[src/service_dispatch_defines.vh]
// Purpose: Constants for the service role dispatcher
// Assumes: Included by the dispatcher and its decoder
// Notes: Service and role codes are internal encodings
`ifndef SERVICE_DISPATCH_DEFINES_VH
`define SERVICE_DISPATCH_DEFINES_VH
// Roles
`define ROLE_NONE 3'h0
`define ROLE_INITIATOR 3'h1
`define ROLE_OFFICER 3'h2
`define ROLE_MANAGER 3'h3
`define ROLE_USER 3'h4
// Service codes
`define SVC_NONE 4'h0
`define SVC_SHUTDOWN 4'h1
`define SVC_CLR_ALARM 4'h2
`define SVC_CLR_ERROR 4'h3
`define SVC_FORCE_SHUT 4'h4
`define SVC_RESTART 4'h5
`define SVC_CLR_BLOCKER 4'h6
`define SVC_CORE_STATUS 4'h7
`define SVC_DRIVE_STATUS 4'h8
// Vendor command opcodes and reserved sector addresses
`define CMD_VENDOR_BASE 8'hF0
`define SECTOR_SVC_BASE 28'h0FF_FF00
// Clear-alarm parameter values
`define ALARM_TO_READY 2'h0
`define ALARM_TO_RESTART 2'h1
`define ALARM_TO_SHUTDOWN 2'h2
// Request status codes
`define REQ_IDLE 2'h0
`define REQ_DONE 2'h1
`define REQ_REFUSED 2'h2
// Self test length in cycles
`define SELF_TEST_CYCLES 8'h40
`endif

[src/service_decode.v]
// Purpose: Maps a vendor command or reserved sector access to a service code
// Assumes: Command fields valid in the strobe cycle
// Notes: Unknown requests give the empty service code
`timescale 1ns/1ns
`include "service_dispatch_defines.vh"
module service_decode (
	input wire is_sector,
	input wire [7:0] opcode,
	input wire [27:0] lba,
	output reg [3:0] svc
);
	reg [7:0] idx;
	always @* begin
		idx = is_sector ? lba[7:0] : (opcode - `CMD_VENDOR_BASE);
		svc = `SVC_NONE;
		if (is_sector && {lba[27:8], 8'h00} != `SECTOR_SVC_BASE)
			svc = `SVC_NONE;
		else if (!is_sector && opcode < `CMD_VENDOR_BASE)
			svc = `SVC_NONE;
		else if (idx >= 8'h01 && idx <= 8'h08)
			svc = idx[3:0];
	end
endmodule // service_decode

[src/service_role_dispatcher.v]
// Purpose: Checks service requests against the handler role and runs control services
// Assumes: Host request strobes synchronous to CLK_SYS
// Notes: Login and account logic sit outside and drive role changes in
// Operation
// - Host requests come as vendor commands or reserved sector accesses; both decoded.
// - A request runs only if permitted in the handler's current role.
// - Shutdown comes from power change or another service, any role.
// - Shutdown enters shutdown state, low power, sanitize, both roles to none.
// - Clear alarm only in no role; then ready, restart or shutdown.
// - Clear error only in no role; then restart or shutdown.
// - Force shutdown only in no role; always starts shutdown.
// - Restart only in no role; roles to none, self tests run.
// - Clear blocker only in no role, blocker active and timeout expired.
// - Core status in every role: tests, error, operator, role, request status.
// - Drive status in every role: drive identify data returned.
// - After power-up or restart both handler and datapath hold no role.
`timescale 1ns/1ns
`include "service_dispatch_defines.vh"
module service_role_dispatcher (
	// Clock and reset
	input wire CLK_SYS,
	input wire RST,
	// Host request
	input wire REQ_VALID,
	input wire REQ_IS_SECTOR,
	input wire [7:0] REQ_OPCODE,
	input wire [27:0] REQ_LBA,
	input wire [1:0] REQ_PARAM,
	// Events and state from the rest of the module
	input wire POWER_CHANGE,
	input wire INTERNAL_SHUTDOWN,
	input wire ALARM_SET,
	input wire ERROR_SET,
	input wire BLOCKER_SET,
	input wire BLOCKER_TIMEOUT,
	input wire LOGIN_VALID,
	input wire [2:0] LOGIN_ROLE,
	input wire [6:0] LOGIN_ID,
	input wire SELF_TEST_FAIL,
	input wire [15:0] DRIVE_IDENT,
	// Answer
	output reg RESP_VALID,
	output reg [1:0] REQ_STATUS,
	output reg [31:0] RESP_DATA,
	// Control outputs
	output reg [2:0] HANDLER_ROLE,
	output reg DATAPATH_ACTIVE,
	output reg SHUTDOWN_STATE,
	output reg LOW_POWER,
	output reg SANITIZE,
	output reg SELF_TEST_RUN,
	output reg ALARM,
	output reg ERROR,
	output reg BLOCKER
);
	localparam ST_READY = 2'h0;
	localparam ST_TEST = 2'h1;
	localparam ST_SHUT = 2'h2;

	wire [3:0] svc;
	reg [1:0] state_r, state_nxt;
	reg [7:0] test_cnt_r;
	reg [6:0] op_id_r;
	reg test_fail_r;
	reg allowed;
	reg go_shut, go_restart;

	service_decode u_decode (
		.is_sector(REQ_IS_SECTOR),
		.opcode(REQ_OPCODE),
		.lba(REQ_LBA),
		.svc(svc)
	);

	wire no_role = (HANDLER_ROLE == `ROLE_NONE);
	// Requests during self test or shutdown are dropped without an answer
	wire req_ok = REQ_VALID && (svc != `SVC_NONE) && (state_r == ST_READY);

	// Role gate: only shutdown and status services are open to a logged-in role
	always @* begin
		case (svc)
			`SVC_SHUTDOWN, `SVC_CORE_STATUS, `SVC_DRIVE_STATUS:
				allowed = 1'b1;
			`SVC_CLR_ALARM, `SVC_CLR_ERROR, `SVC_FORCE_SHUT, `SVC_RESTART:
				allowed = no_role;
			`SVC_CLR_BLOCKER:
				allowed = no_role && BLOCKER && BLOCKER_TIMEOUT;
			default:
				allowed = 1'b0;
		endcase
	end

	wire run = req_ok && allowed;

	// Sticky flags, bit 0 alarm, bit 1 error, bit 2 blocker
	wire clr_alarm = run && (svc == `SVC_CLR_ALARM);
	wire clr_error = run && (svc == `SVC_CLR_ERROR);
	wire clr_blocker = run && (svc == `SVC_CLR_BLOCKER);
	wire [2:0] flag_set = {BLOCKER_SET, ERROR_SET, ALARM_SET};
	wire [2:0] flag_clr = {clr_blocker, clr_error, clr_alarm};
	wire [2:0] flag_now = {BLOCKER, ERROR, ALARM};
	wire [2:0] flag_nxt;
	genvar gi;

	generate
		for (gi = 0; gi < 3; gi = gi + 1) begin : g_flag
			// A set in the clearing cycle wins so a fresh fault is never lost
			assign flag_nxt[gi] = flag_set[gi] | (flag_now[gi] & ~flag_clr[gi]);
		end
	endgenerate

	// Core status word, low to high: spare, test running, previous status, role,
	// operator, blocker, alarm, error, test failed, then zero fill
	wire [31:0] core_word = {14'h0000, test_fail_r, ERROR, ALARM, BLOCKER, op_id_r,
		HANDLER_ROLE, REQ_STATUS, SELF_TEST_RUN, 1'b0};

	// Login is held off while the response blocker is up
	wire login_take = LOGIN_VALID && !BLOCKER;

	// Follow-on action of each system-control service
	always @* begin
		go_shut = POWER_CHANGE || INTERNAL_SHUTDOWN;
		go_restart = 1'b0;
		if (run) begin
			case (svc)
				`SVC_SHUTDOWN, `SVC_FORCE_SHUT: go_shut = 1'b1;
				`SVC_CLR_ALARM: begin
					if (REQ_PARAM == `ALARM_TO_RESTART)
						go_restart = 1'b1;
					else if (REQ_PARAM == `ALARM_TO_SHUTDOWN)
						go_shut = 1'b1;
				end
				`SVC_CLR_ERROR: begin
					if (REQ_PARAM[0])
						go_shut = 1'b1;
					else
						go_restart = 1'b1;
				end
				`SVC_RESTART: go_restart = 1'b1;
				default: ;
			endcase
		end
	end

	always @* begin
		state_nxt = state_r;
		case (state_r)
			ST_READY: begin
				// Shutdown outranks restart when both are asked at once
				if (go_shut)
					state_nxt = ST_SHUT;
				else if (go_restart)
					state_nxt = ST_TEST;
			end
			ST_TEST: begin
				// A shutdown beats the running self test
				if (go_shut)
					state_nxt = ST_SHUT;
				else if (test_cnt_r == 8'h00)
					state_nxt = ST_READY;
			end
			// Shutdown is left only by reset, like a removed supply
			ST_SHUT: state_nxt = ST_SHUT;
			default: state_nxt = ST_READY;
		endcase
	end

	// Self test counter runs down to zero, one step per cycle
	always @(posedge CLK_SYS or posedge RST) begin
		if (RST) begin
			state_r <= ST_TEST;
			test_cnt_r <= `SELF_TEST_CYCLES;
			test_fail_r <= 1'b0;
			op_id_r <= 7'h00;
			HANDLER_ROLE <= `ROLE_NONE;
			DATAPATH_ACTIVE <= 1'b0;
			SHUTDOWN_STATE <= 1'b0;
			LOW_POWER <= 1'b0;
			SANITIZE <= 1'b0;
			SELF_TEST_RUN <= 1'b1;
			ALARM <= 1'b0;
			ERROR <= 1'b0;
			BLOCKER <= 1'b0;
			RESP_VALID <= 1'b0;
			REQ_STATUS <= `REQ_IDLE;
			RESP_DATA <= 32'h0000_0000;
		end else begin
			state_r <= state_nxt;
			if (state_nxt == ST_TEST && state_r != ST_TEST) begin
				test_cnt_r <= `SELF_TEST_CYCLES;
				test_fail_r <= 1'b0;
			end else if (state_r == ST_TEST && test_cnt_r != 8'h00) begin
				test_cnt_r <= test_cnt_r - 8'h01;
				test_fail_r <= test_fail_r | SELF_TEST_FAIL;
			end
			SELF_TEST_RUN <= (state_nxt == ST_TEST);
			SHUTDOWN_STATE <= (state_nxt == ST_SHUT);
			LOW_POWER <= (state_nxt == ST_SHUT);
			// Sanitize is one pulse on entry so the wipe runs once
			SANITIZE <= (state_nxt == ST_SHUT) && (state_r != ST_SHUT);
			if (state_nxt != ST_READY) begin
				HANDLER_ROLE <= `ROLE_NONE;
				DATAPATH_ACTIVE <= 1'b0;
			end else if (login_take) begin
				HANDLER_ROLE <= LOGIN_ROLE;
				op_id_r <= LOGIN_ID;
				// The initiator never takes a datapath role
				DATAPATH_ACTIVE <= (LOGIN_ROLE != `ROLE_INITIATOR) &&
					(LOGIN_ROLE != `ROLE_NONE);
			end
			ALARM <= flag_nxt[0];
			ERROR <= flag_nxt[1];
			BLOCKER <= flag_nxt[2];
			RESP_VALID <= req_ok;
			if (req_ok)
				REQ_STATUS <= run ? `REQ_DONE : `REQ_REFUSED;
			if (run && svc == `SVC_CORE_STATUS)
				RESP_DATA <= core_word;
			else if (run && svc == `SVC_DRIVE_STATUS)
				RESP_DATA <= {16'h0000, DRIVE_IDENT};
			else if (req_ok)
				RESP_DATA <= 32'h0000_0000;
		end
	end
endmodule // service_role_dispatcher
[config.mk]
export PLATFORM = sky130hd
export DESIGN_NAME = service_role_dispatcher
export DESIGN_NICKNAME = d
export VERILOG_FILES = /design/src/service_decode.v /design/src/service_role_dispatcher.v
export VERILOG_INCLUDE_DIRS = /design/src /design/src/src
export SDC_FILE = /design/constraint.sdc
export NUM_CORES = 1
export LEC_CHECK = 0
export ABC_CLOCK_PERIOD_IN_PS = 2600
export BUFFER_PORTS_ARGS = -buffer_cell sky130_fd_sc_hd__buf_2
export CORE_AREA = 2 2 92 94
export CTS_CLUSTER_DIAMETER = 150
export DETAILED_ROUTE_END_ITERATION = 16
export DIE_AREA = 0 0 94 96
export PLACE_DENSITY_LB_ADDON = 0.15
export REMOVE_ABC_BUFFERS = 1
export SYNTH_ARGS = -nofsm -noshare
export SYNTH_HDL_FRONTEND = slang
export SYNTH_SLANG_ARGS = --single-unit
[constraint.sdc]
create_clock -name CLK_SYS -period 2.6 [get_ports CLK_SYS]
set_input_delay 0.13 -clock CLK_SYS [delete_from_list [all_inputs] [get_ports CLK_SYS]]
set_output_delay 0.13 -clock CLK_SYS [all_outputs]
set_load 0.02 [all_outputs]
==> qor.yml, run 1 <==
outcome: "complete, no violations"
synth_mux_area_share_pct: 6.127
synth_compound_area_share_pct: 18.06
ir_worst_vdd_uv: 168.5
rsz0062_at_grt: "false"
grt_max_degree: 49
tritoncts: "done"
hp-start: "BLOCKER_SET"
min_path_cells: 2
required_ns: 2.79
die_w_um: 94
synth_edf_count: 0
ys_ff_latch: 48
critPathLaunchType: "flip-flop"
total_leakage_power_nw: 1.679
initialDrtViolationCount: 59
gr-max-usage-layer: "met2"
synth_cells: 274
power.total_mw: 1.419
multi_input_area_mm2: 0.001379
io_pins: 122
min_delay_worst_endpoint: "BLOCKER$_DFF_PP0_"
whs_ns: 0.02042
grt_use_met3_pct: 3.132
drc_errors: 0
synth_top_family_by_area: "simple AND/OR/NAND/NOR gates"
clockBufferDepth: 2
synth_area_mm2: 0.002736
worstReg2RegEnd: "op_id_r[6]$_DFFE_PP0P_"
n_antenna_cell: 0
setup_viol: 0
rr_startpoint: "HANDLER_ROLE[0]$_DFFE_PP0P_"
layout.cells.non_filler: 510
yosys.area_share.xor_xnor_pct: 2.241
clkSinkCount: 48
htree_levels: 2
root_buffer: "clkbuf_8"
maxSlewHeadroom_pct: 32.97
maxCapViolCount: 0
fin_nets: 483
synth.distinct_cells: 58
slew_viol_final: 0
critPathCaptureType: "flip-flop"
place.gp.congestion: 0.8364
ys.warnings.count: 0
tightest_slew_ns: 1.004
ys_seq_area_share_pct: 44.03
synth_fa_ha_area_share_pct: 1.372
clk_pin_slew_ns: 0.09
synth.avg_cell_area_um2: 9.987
n_fill_cell: 816
seq_area_mm2: 0.001205
drive_gt1_share_pct: 42.22
fp-row-count: 33
drt_pass1_iterations: 4
routedWlPerCell_um: 13.50
grt_overflow: 0
crit_fanout: 7
reg2reg_depth: 9
start_util_pct: 33.99
period_share_pct: 92.34
drtAntennaViolNets: 0
finalHoldViolCount: 0
grt.met2_usage_pct: 27.02
arrival_ns: 2.59
fp.dieArea_mm2: 0.009024
dpl_cell_area_mm2: 0.003506
grt_use_met1_pct: 20.66
synthArstFlopShare_pct: 100.0
cts_buffers: 5
vias: 2413
place.port_buffers: 107
worstHoldPathType: "in -> reg"
setup_tns_ns: 0
path_class: "reg -> reg"
clk_latency_ns: 0.30
fmax_ghz: 0.4165
core_area_mm2: 0.008051
antenna_found_initial: 0
grt_pass1_vias: 2349
dp.cells: 501
period_needed_ns: 2.401
synthSimpleGateAreaFrac_pct: 20.30
area_delta_synth_final_pct: 32.10
rrSetupSlack_ns: 0.20
finalClockSkew_ns: 0.005089
hpwl_mm: 5.350
power_density_mw_per_mm2: 392.6
grt_util_all_layers_pct: 15.72
post-route-cell-area_mm2: 0.003615
grt_pass1_wl_mm: 11.21
routed_wl_mm: 6.885
avgViaCountPerCell: 4.731
die_h_um: 96
ys.flop_type: "dfrtp_1"
-- placed cells by master (no fill, tap or decap), drive strengths merged, types with 2 or more instances in the layout --
cell    netlist  final
nand3         7      7
clkbuf        6      7
dfstp         3      3
inv           8      8
nor4          6      6
dfrtp        45     45
nand2        29     29
a22oi        17     17
ha            3      3
or2           2      2
a211oi        3      3
mux2          9      9
o21ai        21     21
a21oi         4      4
buf          21    136
nand4         6      6
nor3b         4      4
conb          1     14
a22o          3      3
o31ai         3      3
mux2i         4      4
xnor2         5      5
nand2b        5      5
xor2          2      2
and3          3      3
nor2         21     21
o21a          3      3
nor3          8      8
nor2b         4      4
-- registers in the layout, indices dropped and copies added, names as in the netlist --
register         count
SELF_TEST_RUN        1
SANITIZE             1
HANDLER_ROLE         3
test_fail_r          1
RESP_VALID           1
test_cnt_r           8
op_id_r              7
BLOCKER              1
ERROR                1
DATAPATH_ACTIVE      1
RESP_DATA           18
REQ_STATUS           2
LOW_POWER            1
ALARM                1
state_r              1
-- worst max-delay path, cell delays in order (launching register included) --
cell,delay [ns]
dfrtp_1,0.42
nor3_2,0.22
o311ai_0,0.16
a221o_1,0.36
and3_1,0.19
a21oi_4,0.16
o31ai_1,0.11
and3_1,0.23
buf_12,0.14
mux2_4,0.29
-- power by group --
group	switching [mW]	internal, mW	leakage, nW
logic	0.107	0.0973	1.04
registers	0.00406	0.753	0.599
clock network	0.241	0.216	0.0445
-- kinds of logic (layout without fill, tap and decap cells) --
| family | Yosys count | after routing |
|---|---|---|
| DFF | 48 | 48 |
| and+or+nand+nor | 102 | 102 |
| muxes | 13 | 13 |
| buffers and inverters | 35 | 153 |
| other | 1 | 14 |
| xor gates and xnor gates | 7 | 7 |
| AOI/OAI and AO/OA | 65 | 65 |
| adders and majority gates | 3 | 3 |
-- metrics by stage --
step,setup WS (ns),utilization [%]
after floorplan,-0.3292,-
after global placement,0.0008187,43.54
after detailed placement,-0.008748,43.54
after CTS,0.1057,44.83
after global routing,0.03853,44.90
final,0.1992,44.90
-- how the worst max path moves through the flow --
stage	startpoint	end	slack, ns	cells after the start
detailed placement	REQ_OPCODE[4]	op_id_r[6]$_DFFE_PP0P_	-0.009	11
global placement	REQ_IS_SECTOR	op_id_r[1]$_DFFE_PP0P_	0.0008	10
CTS	HANDLER_ROLE[1]$_DFFE_PP0P_	test_cnt_r[7]$_DFFE_PP0P_	0.11	9
global route	HANDLER_ROLE[1]$_DFFE_PP0P_	test_cnt_r[0]$_DFFE_PP0P_	0.04	9
finish	HANDLER_ROLE[0]$_DFFE_PP0P_	op_id_r[6]$_DFFE_PP0P_	0.20	9
floorplan	REQ_OPCODE[4]	op_id_r[0]$_DFFE_PP0P_	-0.33	9
-- metal layers --
metal / wire length [um] / vias up / share of wire, %
met2: 3308 / 65 / 48
met5: 0 / - / 0
li1: - / 1223 / -
met3: 369 / 4 / 5.4
met1: 3169 / 1121 / 46
met4: 39 / 0 / 0.57
-- Yosys cell counts (all sizes together), types with 4 or more instances --
library cell / count / area share (%)
a21oi: 4 / 1.3
a22oi: 17 / 4.7
buf: 21 / 5.8
clkbuf: 6 / 0.82
dfrtp: 45 / 41
inv: 8 / 1.1
mux2: 9 / 4.7
mux2i: 4 / 1.5
nand2: 29 / 4.0
nand2b: 5 / 1.1
nand3: 7 / 1.3
nand4: 6 / 1.6
nor2: 21 / 2.9
nor2b: 4 / 0.91
nor3: 8 / 1.5
nor3b: 4 / 1.3
nor4: 6 / 2.5
o21ai: 21 / 3.8
xnor2: 5 / 1.6
-- layout make-up --
class | count | area share [%]
Inverter | 8 | 0.8307
Clock inverter | 1 | 0.2077
Multi-Input combinational cell | 204 | 38.14
Timing Repair Buffer | 137 | 21.46
Clock buffer | 7 | 2.388
Sequential cell | 48 | 33.33
Tap cell | 105 | 3.634
-- what timing repair did --
item | CTS | global route
hold endpoints to repair | 1 | 0
gates resized for setup | 0 | 1
setup endpoints to repair | 0 | 15
hold buffers | 1 | 0
setup buffers | 0 | 0
Power figures use the tool's default switching activity.
==> inputs of run 2 (changes only) <==
--- a/config.mk
+++ b/config.mk
@@ -6,12 +6,14 @@
 export SDC_FILE = /design/constraint.sdc
 export NUM_CORES = 1
 export LEC_CHECK = 0
+export ABC_AREA = 1
 export ABC_CLOCK_PERIOD_IN_PS = 2600
 export BUFFER_PORTS_ARGS = -buffer_cell sky130_fd_sc_hd__buf_2
-export CORE_AREA = 2 2 92 94
+export CORE_AREA = 2 2 95 97
+export CTS_BUF_LIST = sky130_fd_sc_hd__clkbuf_4
 export CTS_CLUSTER_DIAMETER = 150
 export DETAILED_ROUTE_END_ITERATION = 16
-export DIE_AREA = 0 0 94 96
+export DIE_AREA = 0 0 97 99
 export PLACE_DENSITY_LB_ADDON = 0.15
 export REMOVE_ABC_BUFFERS = 1
 export SYNTH_ARGS = -nofsm -noshare
==> run 2 against run 1 <==
Effect of this change:
- the run now ends with negative hold slack left
- sequential share of layout area fell by 2.7 points
- clock power fell by 2%
- non-clock buffer count rose by 6
- area after synthesis rose by 8.1%
- global-route usage rose by 0.17 points
- final cell count rose by 26%
- clock skew rose by 0.016 ns
- highest routed layer unchanged
==> qor.yml, run 2 <==
fp.dieArea_mm2: 0.009603  # was 0.009024 mm^2
dp.cells: 612  # was 501
layout_common_cells: "nand2_1 (113), buf_2 (107), inv_1 (53)"  # was buf_2 (107), dfrtp_1 (45), nand2_1 (29)
die_h_um: 99  # was 96 um
slew_viol_final: 0  # unchanged
place.gp.congestion: 0.8802  # was 0.8364
post-route-cell-area_mm2: 0.003938  # was 0.003615 mm^2
finalHoldViolCount: 24  # was 0
clockBufferDepth: 2  # unchanged
maxSlewHeadroom_pct: 32.81  # was 32.97%
reg_top3: "RESP_DATA x18, test_cnt_r x8, op_id_r x7"  # unchanged
clkSinkCount: 48  # unchanged
synth_cells: 397  # was 274
ys_seq_area_share_pct: 40.72  # was 44.03%
clk_pin_slew_ns: 0.15  # was 0.09 ns
ir_worst_vdd_uv: 223.4  # was 168.5 uV
cts_buffers: 5  # unchanged
period_share_pct: 85.12  # was 92.34%
avgViaCountPerCell: 4.495  # was 4.731
synth.distinct_cells: 42  # was 58
arrival_ns: 2.47  # was 2.59 ns
utilization_pct: 46.05  # was 44.90%
synth_edf_count: 0  # unchanged
n_antenna_cell: 0  # unchanged
drc_errors: 0  # unchanged
fp-row-count: 34  # was 33
grt_pass1_wl_mm: 12.78  # was 11.21 mm
cts_setup_buffers: 0  # unchanged
required_ns: 2.86  # was 2.79 ns
power_density_mw_per_mm2: 362.1  # was 392.6 mW/mm^2
grt_overflow: 0  # unchanged
largest_register_ffs: 18  # unchanged
total_leakage_power_nw: 2.163  # was 1.679 nW
grt_pass1_vias: 2777  # was 2,349
violations: "negative hold slack"
ys.warnings.count: 0  # unchanged
critPathCaptureType: "flip-flop"  # unchanged
start_util_pct: 34.61  # was 33.99%
routedWlPerCell_um: 11.37  # was 13.50 um
antenna_found_initial: 0  # unchanged
vias: 2899  # was 2,413
grt_util_all_layers_pct: 15.89  # was 15.72%
power.total_mw: 1.426  # was 1.419 mW
final_common_cell: "nand2_1"  # was buf_2
core_area_mm2: 0.008551  # was 0.008051 mm^2
synth.avg_cell_area_um2: 7.454  # was 9.987 um^2
clk_latency_ns: 0.37  # was 0.30 ns
worstHoldPathType: "in -> async"  # was in -> reg
dpl_cell_area_mm2: 0.003607  # was 0.003506 mm^2
layout.cells.non_filler: 645  # was 510
ys_ff_latch: 48  # unchanged
yosysMostFrequentCell: "nand2_1"  # was dfrtp_1
crit_fanout: 17  # was 7
outcome: "complete, but fails checks"  # was complete, no violations
ys.flop_type: "dfrtp_1"  # unchanged
synth_area_mm2: 0.002959  # was 0.002736 mm^2
top_register: "RESP_DATA"  # unchanged
synthArstFlopShare_pct: 100.0  # unchanged
tightest_slew_ns: 1.006  # was 1.004 ns
rsz0062_at_grt: "false"  # unchanged
whs_ns: -0.01756  # was 0.02042 ns
synth_commonest_cells: "nand2_1 (113), inv_1 (54), nor2_1 (48)"  # was dfrtp_1 (45), nand2_1 (29), nor2_1 (21)
place.port_buffers: 107  # unchanged
path_class: "reg -> reg"  # unchanged
critPathLaunchType: "flip-flop"  # unchanged
maxCapViolCount: 0  # unchanged
htree_levels: 2  # unchanged
finalClockSkew_ns: 0.02100  # was 0.005089 ns
drt_pass1_iterations: 4  # unchanged
drive_gt1_share_pct: 28.86  # was 42.22%
hpwl_mm: 5.571  # was 5.350 mm
drtAntennaViolNets: 0  # unchanged
tritoncts: "done"  # unchanged
yosys.area.top_type: "dfrtp_1"  # unchanged
fmax_ghz: 0.4519  # was 0.4165 GHz
fin_nets: 615  # was 483
area_delta_synth_final_pct: 33.07  # was 32.10%
initialDrtViolationCount: 90  # was 59
grt_max_degree: 49  # unchanged
dp_slack_ns: 0.05003  # was -0.008748 ns
root_buffer: "clkbuf_4"  # was clkbuf_8
io_pins: 122  # unchanged
setup_viol: 0  # unchanged
synthTopCellsByArea: "dfrtp_1 (38%), nand2_1 (14%), inv_1 (6.8%)"  # was dfrtp_1 (41%), a22oi_1 (4.7%), buf_4 (4.1%)
synth_top_area_share_pct: 38.05  # was 41.15%
worst_slack_ns: 0.3869  # was 0.1992 ns
period_needed_ns: 2.213  # was 2.401 ns
routed_wl_mm: 7.335  # was 6.885 mm
die_w_um: 97  # was 94 um
run 2: area by class of cell:
class                      instances  area [um^2]
inverter                          58        222.7
timing repair buffer             143        893.4
clock buffer                       5        37.54
tap                              108        135.1
sequential                        48         1205
fill                             911         4613
multi-input combinational        280         1401
clock inverter                     3        42.54
run 2: where the power goes:
| part | internal [mW] | leakage [nW] | switching (mW) | total, mW |
|---|---|---|---|---|
| combinational | 0.0945 | 1.50 | 0.114 | 0.209 |
| sequential | 0.761 | 0.625 | 0.00754 | 0.769 |
| clock | 0.201 | 0.0428 | 0.247 | 0.448 |
| total | 1.06 | 2.16 | 0.369 | 1.43 |
run 2: what timing repair did:
action / 4_1_cts / 5_1_grt
hold buffers: 24 / 1
gates resized for setup: 0 / 0
endpoints found under the setup margin: 0 / 0
hold endpoints to repair: 24 / 1
run 2: final timing paths:
check	start	endpoint	slack [ns]	cells after the start
max	HANDLER_ROLE[0]$_DFFE_PP0P_	op_id_r[3]$_DFFE_PP0P_	0.39	14
min reg2reg	op_id_r[1]$_DFFE_PP0P_	op_id_r[1]$_DFFE_PP0P_	0.50	2
max in group asynchronous	RST	LOW_POWER$_DFF_PP0_	1.98	2
min in group CLK_SYS	DRIVE_IDENT[10]	RESP_DATA[10]$_DFFE_PP0P_	0.03	3
min	RST	RESP_DATA[7]$_DFFE_PP0P_	-0.02	2
max reg2reg	HANDLER_ROLE[0]$_DFFE_PP0P_	op_id_r[3]$_DFFE_PP0P_	0.39	14
run 2: cell families (layout without fill, tap and decap cells):
family	Yosys count	in the layout	share of synthesized area (%)
AOI/OAI and AO/OA	33	33	7.611
xor gates and xnor gates	4	4	1.184
adders and majority gates	3	3	1.269
buffers and inverters	82	209	13.57
DFF	48	48	40.72
other	1	14	0.1267
and+or+nand+nor	226	226	35.52
run 2: layer usage:
metal,wire length (um),track usage (%)
met2,3365,25.91
met5,0,0
met3,437,2.837
met1,3480,22.33
met4,51,3.250
run 2: metrics by stage:
| step | TNS, ns | hold slack [ns] |
|---|---|---|
| 5_1_grt | 0 | 0.01889 |
| 4_1_cts | 0 | 0.008711 |
| 3_5_place_dp | 0 | 0.3214 |
| 3_3_place_gp | 0 | 0.3254 |
| 2_1_floorplan | -0.5236 | 0.2284 |
| 6_report | 0 | -0.01756 |
run 2: worst max-delay path, cell delays in order (launching register included):
cell and delay, ns:
dfrtp_1 0.45, nor3_1 0.34, nand3_1 0.16, inv_1 0.09, o211ai_1 0.08, nand2_1 0.07, nor2_1 0.05, nand2_2 0.11
nand3_2 0.11, nand2_2 0.11, nand3_2 0.09, nand2_4 0.18, nand3_4 0.13, nand2_1 0.09, nand2_1 0.05
==> inputs of run 3 (changes only) <==
--- a/config.mk
+++ b/config.mk
@@ -7,7 +7,7 @@
 export NUM_CORES = 1
 export LEC_CHECK = 0
 export ABC_AREA = 1
-export ABC_CLOCK_PERIOD_IN_PS = 2600
+export ABC_CLOCK_PERIOD_IN_PS = 2800
 export BUFFER_PORTS_ARGS = -buffer_cell sky130_fd_sc_hd__buf_2
 export CORE_AREA = 2 2 95 97
 export CTS_BUF_LIST = sky130_fd_sc_hd__clkbuf_4
==> constraint.sdc (replaced) <==
create_clock -name CLK_SYS -period 2.8 [get_ports CLK_SYS]
set_input_delay 0.14 -clock CLK_SYS [delete_from_list [all_inputs] [get_ports CLK_SYS]]
set_output_delay 0.14 -clock CLK_SYS [all_outputs]
set_load 0.02 [all_outputs]
==> run 3 against run 2 <==
Effect of this change:
- the flow still finishes with violations (negative hold slack)
- global-route usage fell by 0.096 points
- worst hold slack improved by 0.017 ns
- critical path depth fell by 5
- first-iteration DRC count rose by 16%
- die area did not move
- utilization fell by 2.0 points
- via count fell by 1.7%
- sequential share of layout area rose by 1.4 points
- largest power group unchanged
==> qor.yml, run 3 (synthesis gave the netlist of run 2 again) <==
outcome: "complete, but fails checks"  # unchanged
violations: "negative hold slack"  # unchanged
initialDrtViolationCount: 104  # was 90
area_delta_synth_final_pct: 27.15  # was 33.07%
required_ns: 3.11  # was 2.86 ns
hpwl_mm: 5.625  # was 5.571 mm
total_leakage_power_nw: 2.079  # was 2.163 nW
finalHoldViolCount: 1  # was 24
whs_ns: -0.0002592  # was -0.01756 ns
grt_max_degree: 49  # unchanged
setup_tns_ns: 0  # unchanged
arrival_ns: 2.66  # was 2.47 ns
grt_overflow: 0  # unchanged
place.gp.congestion: 0.8294  # was 0.8802
crit_fanout: 7  # was 17
place.port_buffers: 107  # unchanged
dpl_cell_area_mm2: 0.003522  # was 0.003607 mm^2
period_share_pct: 84.08  # was 85.12%
layout_common_cells: "nand2_1 (113), buf_2 (107), inv_1 (53)"  # unchanged
drc_errors: 0  # unchanged
grt_pass1_wl_mm: 12.54  # was 12.78 mm
path_class: "reg -> reg"  # unchanged
tritoncts: "done"  # unchanged
setup_viol: 0  # unchanged
clk_latency_ns: 0.37  # about the same
grt_use_met1_pct: 20.80  # was 22.33%
grt.met2_usage_pct: 26.98  # was 25.91%
grt_util_all_layers_pct: 15.80  # was 15.89%
ir_worst_vdd_uv: 217.6  # was 223.4 uV
root_buffer: "clkbuf_4"  # unchanged
post_cts_resized: 0  # unchanged
final_common_cell: "nand2_1"  # unchanged
critPathLaunchType: "flip-flop"  # unchanged
clkSinkCount: 48  # unchanged
worstHoldPathType: "in -> async"  # unchanged
fmax_ghz: 0.4248  # was 0.4519 GHz
period_needed_ns: 2.354  # was 2.213 ns
cts_setup_buffers: 0  # unchanged
fin_nets: 598  # was 615
io_pins: 122  # unchanged
tightest_slew_ns: 1.001  # was 1.006 ns
reg_top3: "RESP_DATA x18, test_cnt_r x8, op_id_r x7"  # unchanged
grt_use_met3_pct: 3.191  # was 2.837%
rsz0062_at_grt: "false"  # unchanged
drtAntennaViolNets: 0  # unchanged
avgViaCountPerCell: 4.538  # was 4.495
gr-max-usage-layer: "met2"  # unchanged
vias: 2850  # was 2,899
routedWlPerCell_um: 11.65  # was 11.37 um
die_h_um: 99  # unchanged
critPathCaptureType: "flip-flop"  # unchanged
core_area_mm2: 0.008551  # unchanged
routed_wl_mm: 7.318  # was 7.335 mm
clockBufferDepth: 2  # unchanged
fp.dieArea_mm2: 0.009603  # unchanged
n_antenna_cell: 0  # unchanged
antenna_found_initial: 0  # unchanged
start_util_pct: 34.61  # unchanged
post-route-cell-area_mm2: 0.003762  # was 0.003938 mm^2
maxCapViolCount: 0  # unchanged
fp-row-count: 34  # unchanged
clk_pin_slew_ns: 0.15  # about the same
drt_pass1_iterations: 5  # was 4
slew_viol_final: 0  # unchanged
drive_gt1_share_pct: 28.27  # was 28.86%
power_density_mw_per_mm2: 347.8  # was 362.1 mW/mm^2
utilization_pct: 44.00  # was 46.05%
top_register: "RESP_DATA"  # unchanged
maxSlewHeadroom_pct: 33.14  # was 32.81%
grt_pass1_vias: 2793  # was 2,777
htree_levels: 2  # unchanged
largest_register_ffs: 18  # unchanged
die_w_um: 97  # unchanged
cts_buffers: 5  # unchanged
finalClockSkew_ns: 0.02084  # was 0.02100 ns
[run 3: cell types whose count changed in the layout (fill, tap and decap cells not counted), sizes merged]
| cell | before | now |
|---|---|---|
| buf | 118 | 110 |
| dlygate4sd3 | 25 | 16 |
[run 3: repair_timing]
| action | 4_1_cts | 5_1_grt |
|---|---|---|
| hold buffers | 15 | 1 |
| hold endpoints to repair | 15 | 1 |
| endpoints found under the setup margin | 0 | 0 |
[run 3: stage by stage]
stage          cells  power (mW)  setup slack [ns]
2_1_floorplan    386      0.8168            0.1480
3_3_place_gp     604      0.8936            0.1950
3_5_place_dp     604      0.8960            0.1618
4_1_cts          627       1.328            0.4057
5_1_grt          628       1.372            0.1113
6_report         628       1.309            0.4457
[run 3: report_power, final]
part	internal, mW	leakage [nW]	total, mW	switching [mW]
Combinational	0.0794	1.41	0.185	0.105
Clock	0.187	0.0428	0.410	0.223
Sequential	0.707	0.625	0.714	0.00696
[run 3: path summary, 6_finish.rpt]
kind | from | endpoint | slack [ns] | cells after the start
max | test_cnt_r[0]$_DFFE_PP0P_ | test_cnt_r[7]$_DFFE_PP0P_ | 0.45 | 9
min | RST | RESP_DATA[4]$_DFFE_PP0P_ | -0.0003 | 2
max reg2reg | test_cnt_r[0]$_DFFE_PP0P_ | test_cnt_r[7]$_DFFE_PP0P_ | 0.45 | 9
min reg2reg | op_id_r[0]$_DFFE_PP0P_ | op_id_r[0]$_DFFE_PP0P_ | 0.49 | 2
max in group asynchronous | RST | RESP_DATA[17]$_DFFE_PP0P_ | 2.19 | 2
min in group CLK_SYS | DRIVE_IDENT[15] | RESP_DATA[15]$_DFFE_PP0P_ | 0.02 | 3
[run 3: layout make-up]
cell class,instances,area [um^2]
Fill cell,910,4788
Multi-Input combinational cell,280,1401
Sequential cell,48,1205
Timing Repair Buffer,126,718.2
Inverter,58,222.7
Tap cell,108,135.1
Clock inverter,3,42.54
Clock buffer,5,37.54
[run 3: worst max-delay path, cell delays in order, from the launching register on]
cell and delay (ns):
dfrtp_1 0.41, inv_1 0.07, ha_1 0.20, a311oi_2 0.63
nand2_1 0.19, nor3_1 0.27, nor3b_1 0.28, or2_2 0.15
nand3_1 0.06, inv_1 0.05
[run 3: per-layer routing]
| layer | vias to the layer above | part of all wire, % |
|---|---|---|
| met4 | 0 | 0.78 |
| met2 | 84 | 46 |
| li1 | 1483 | - |
| met1 | 1277 | 47 |
| met5 | - | 0 |
| met3 | 6 | 6.3 |
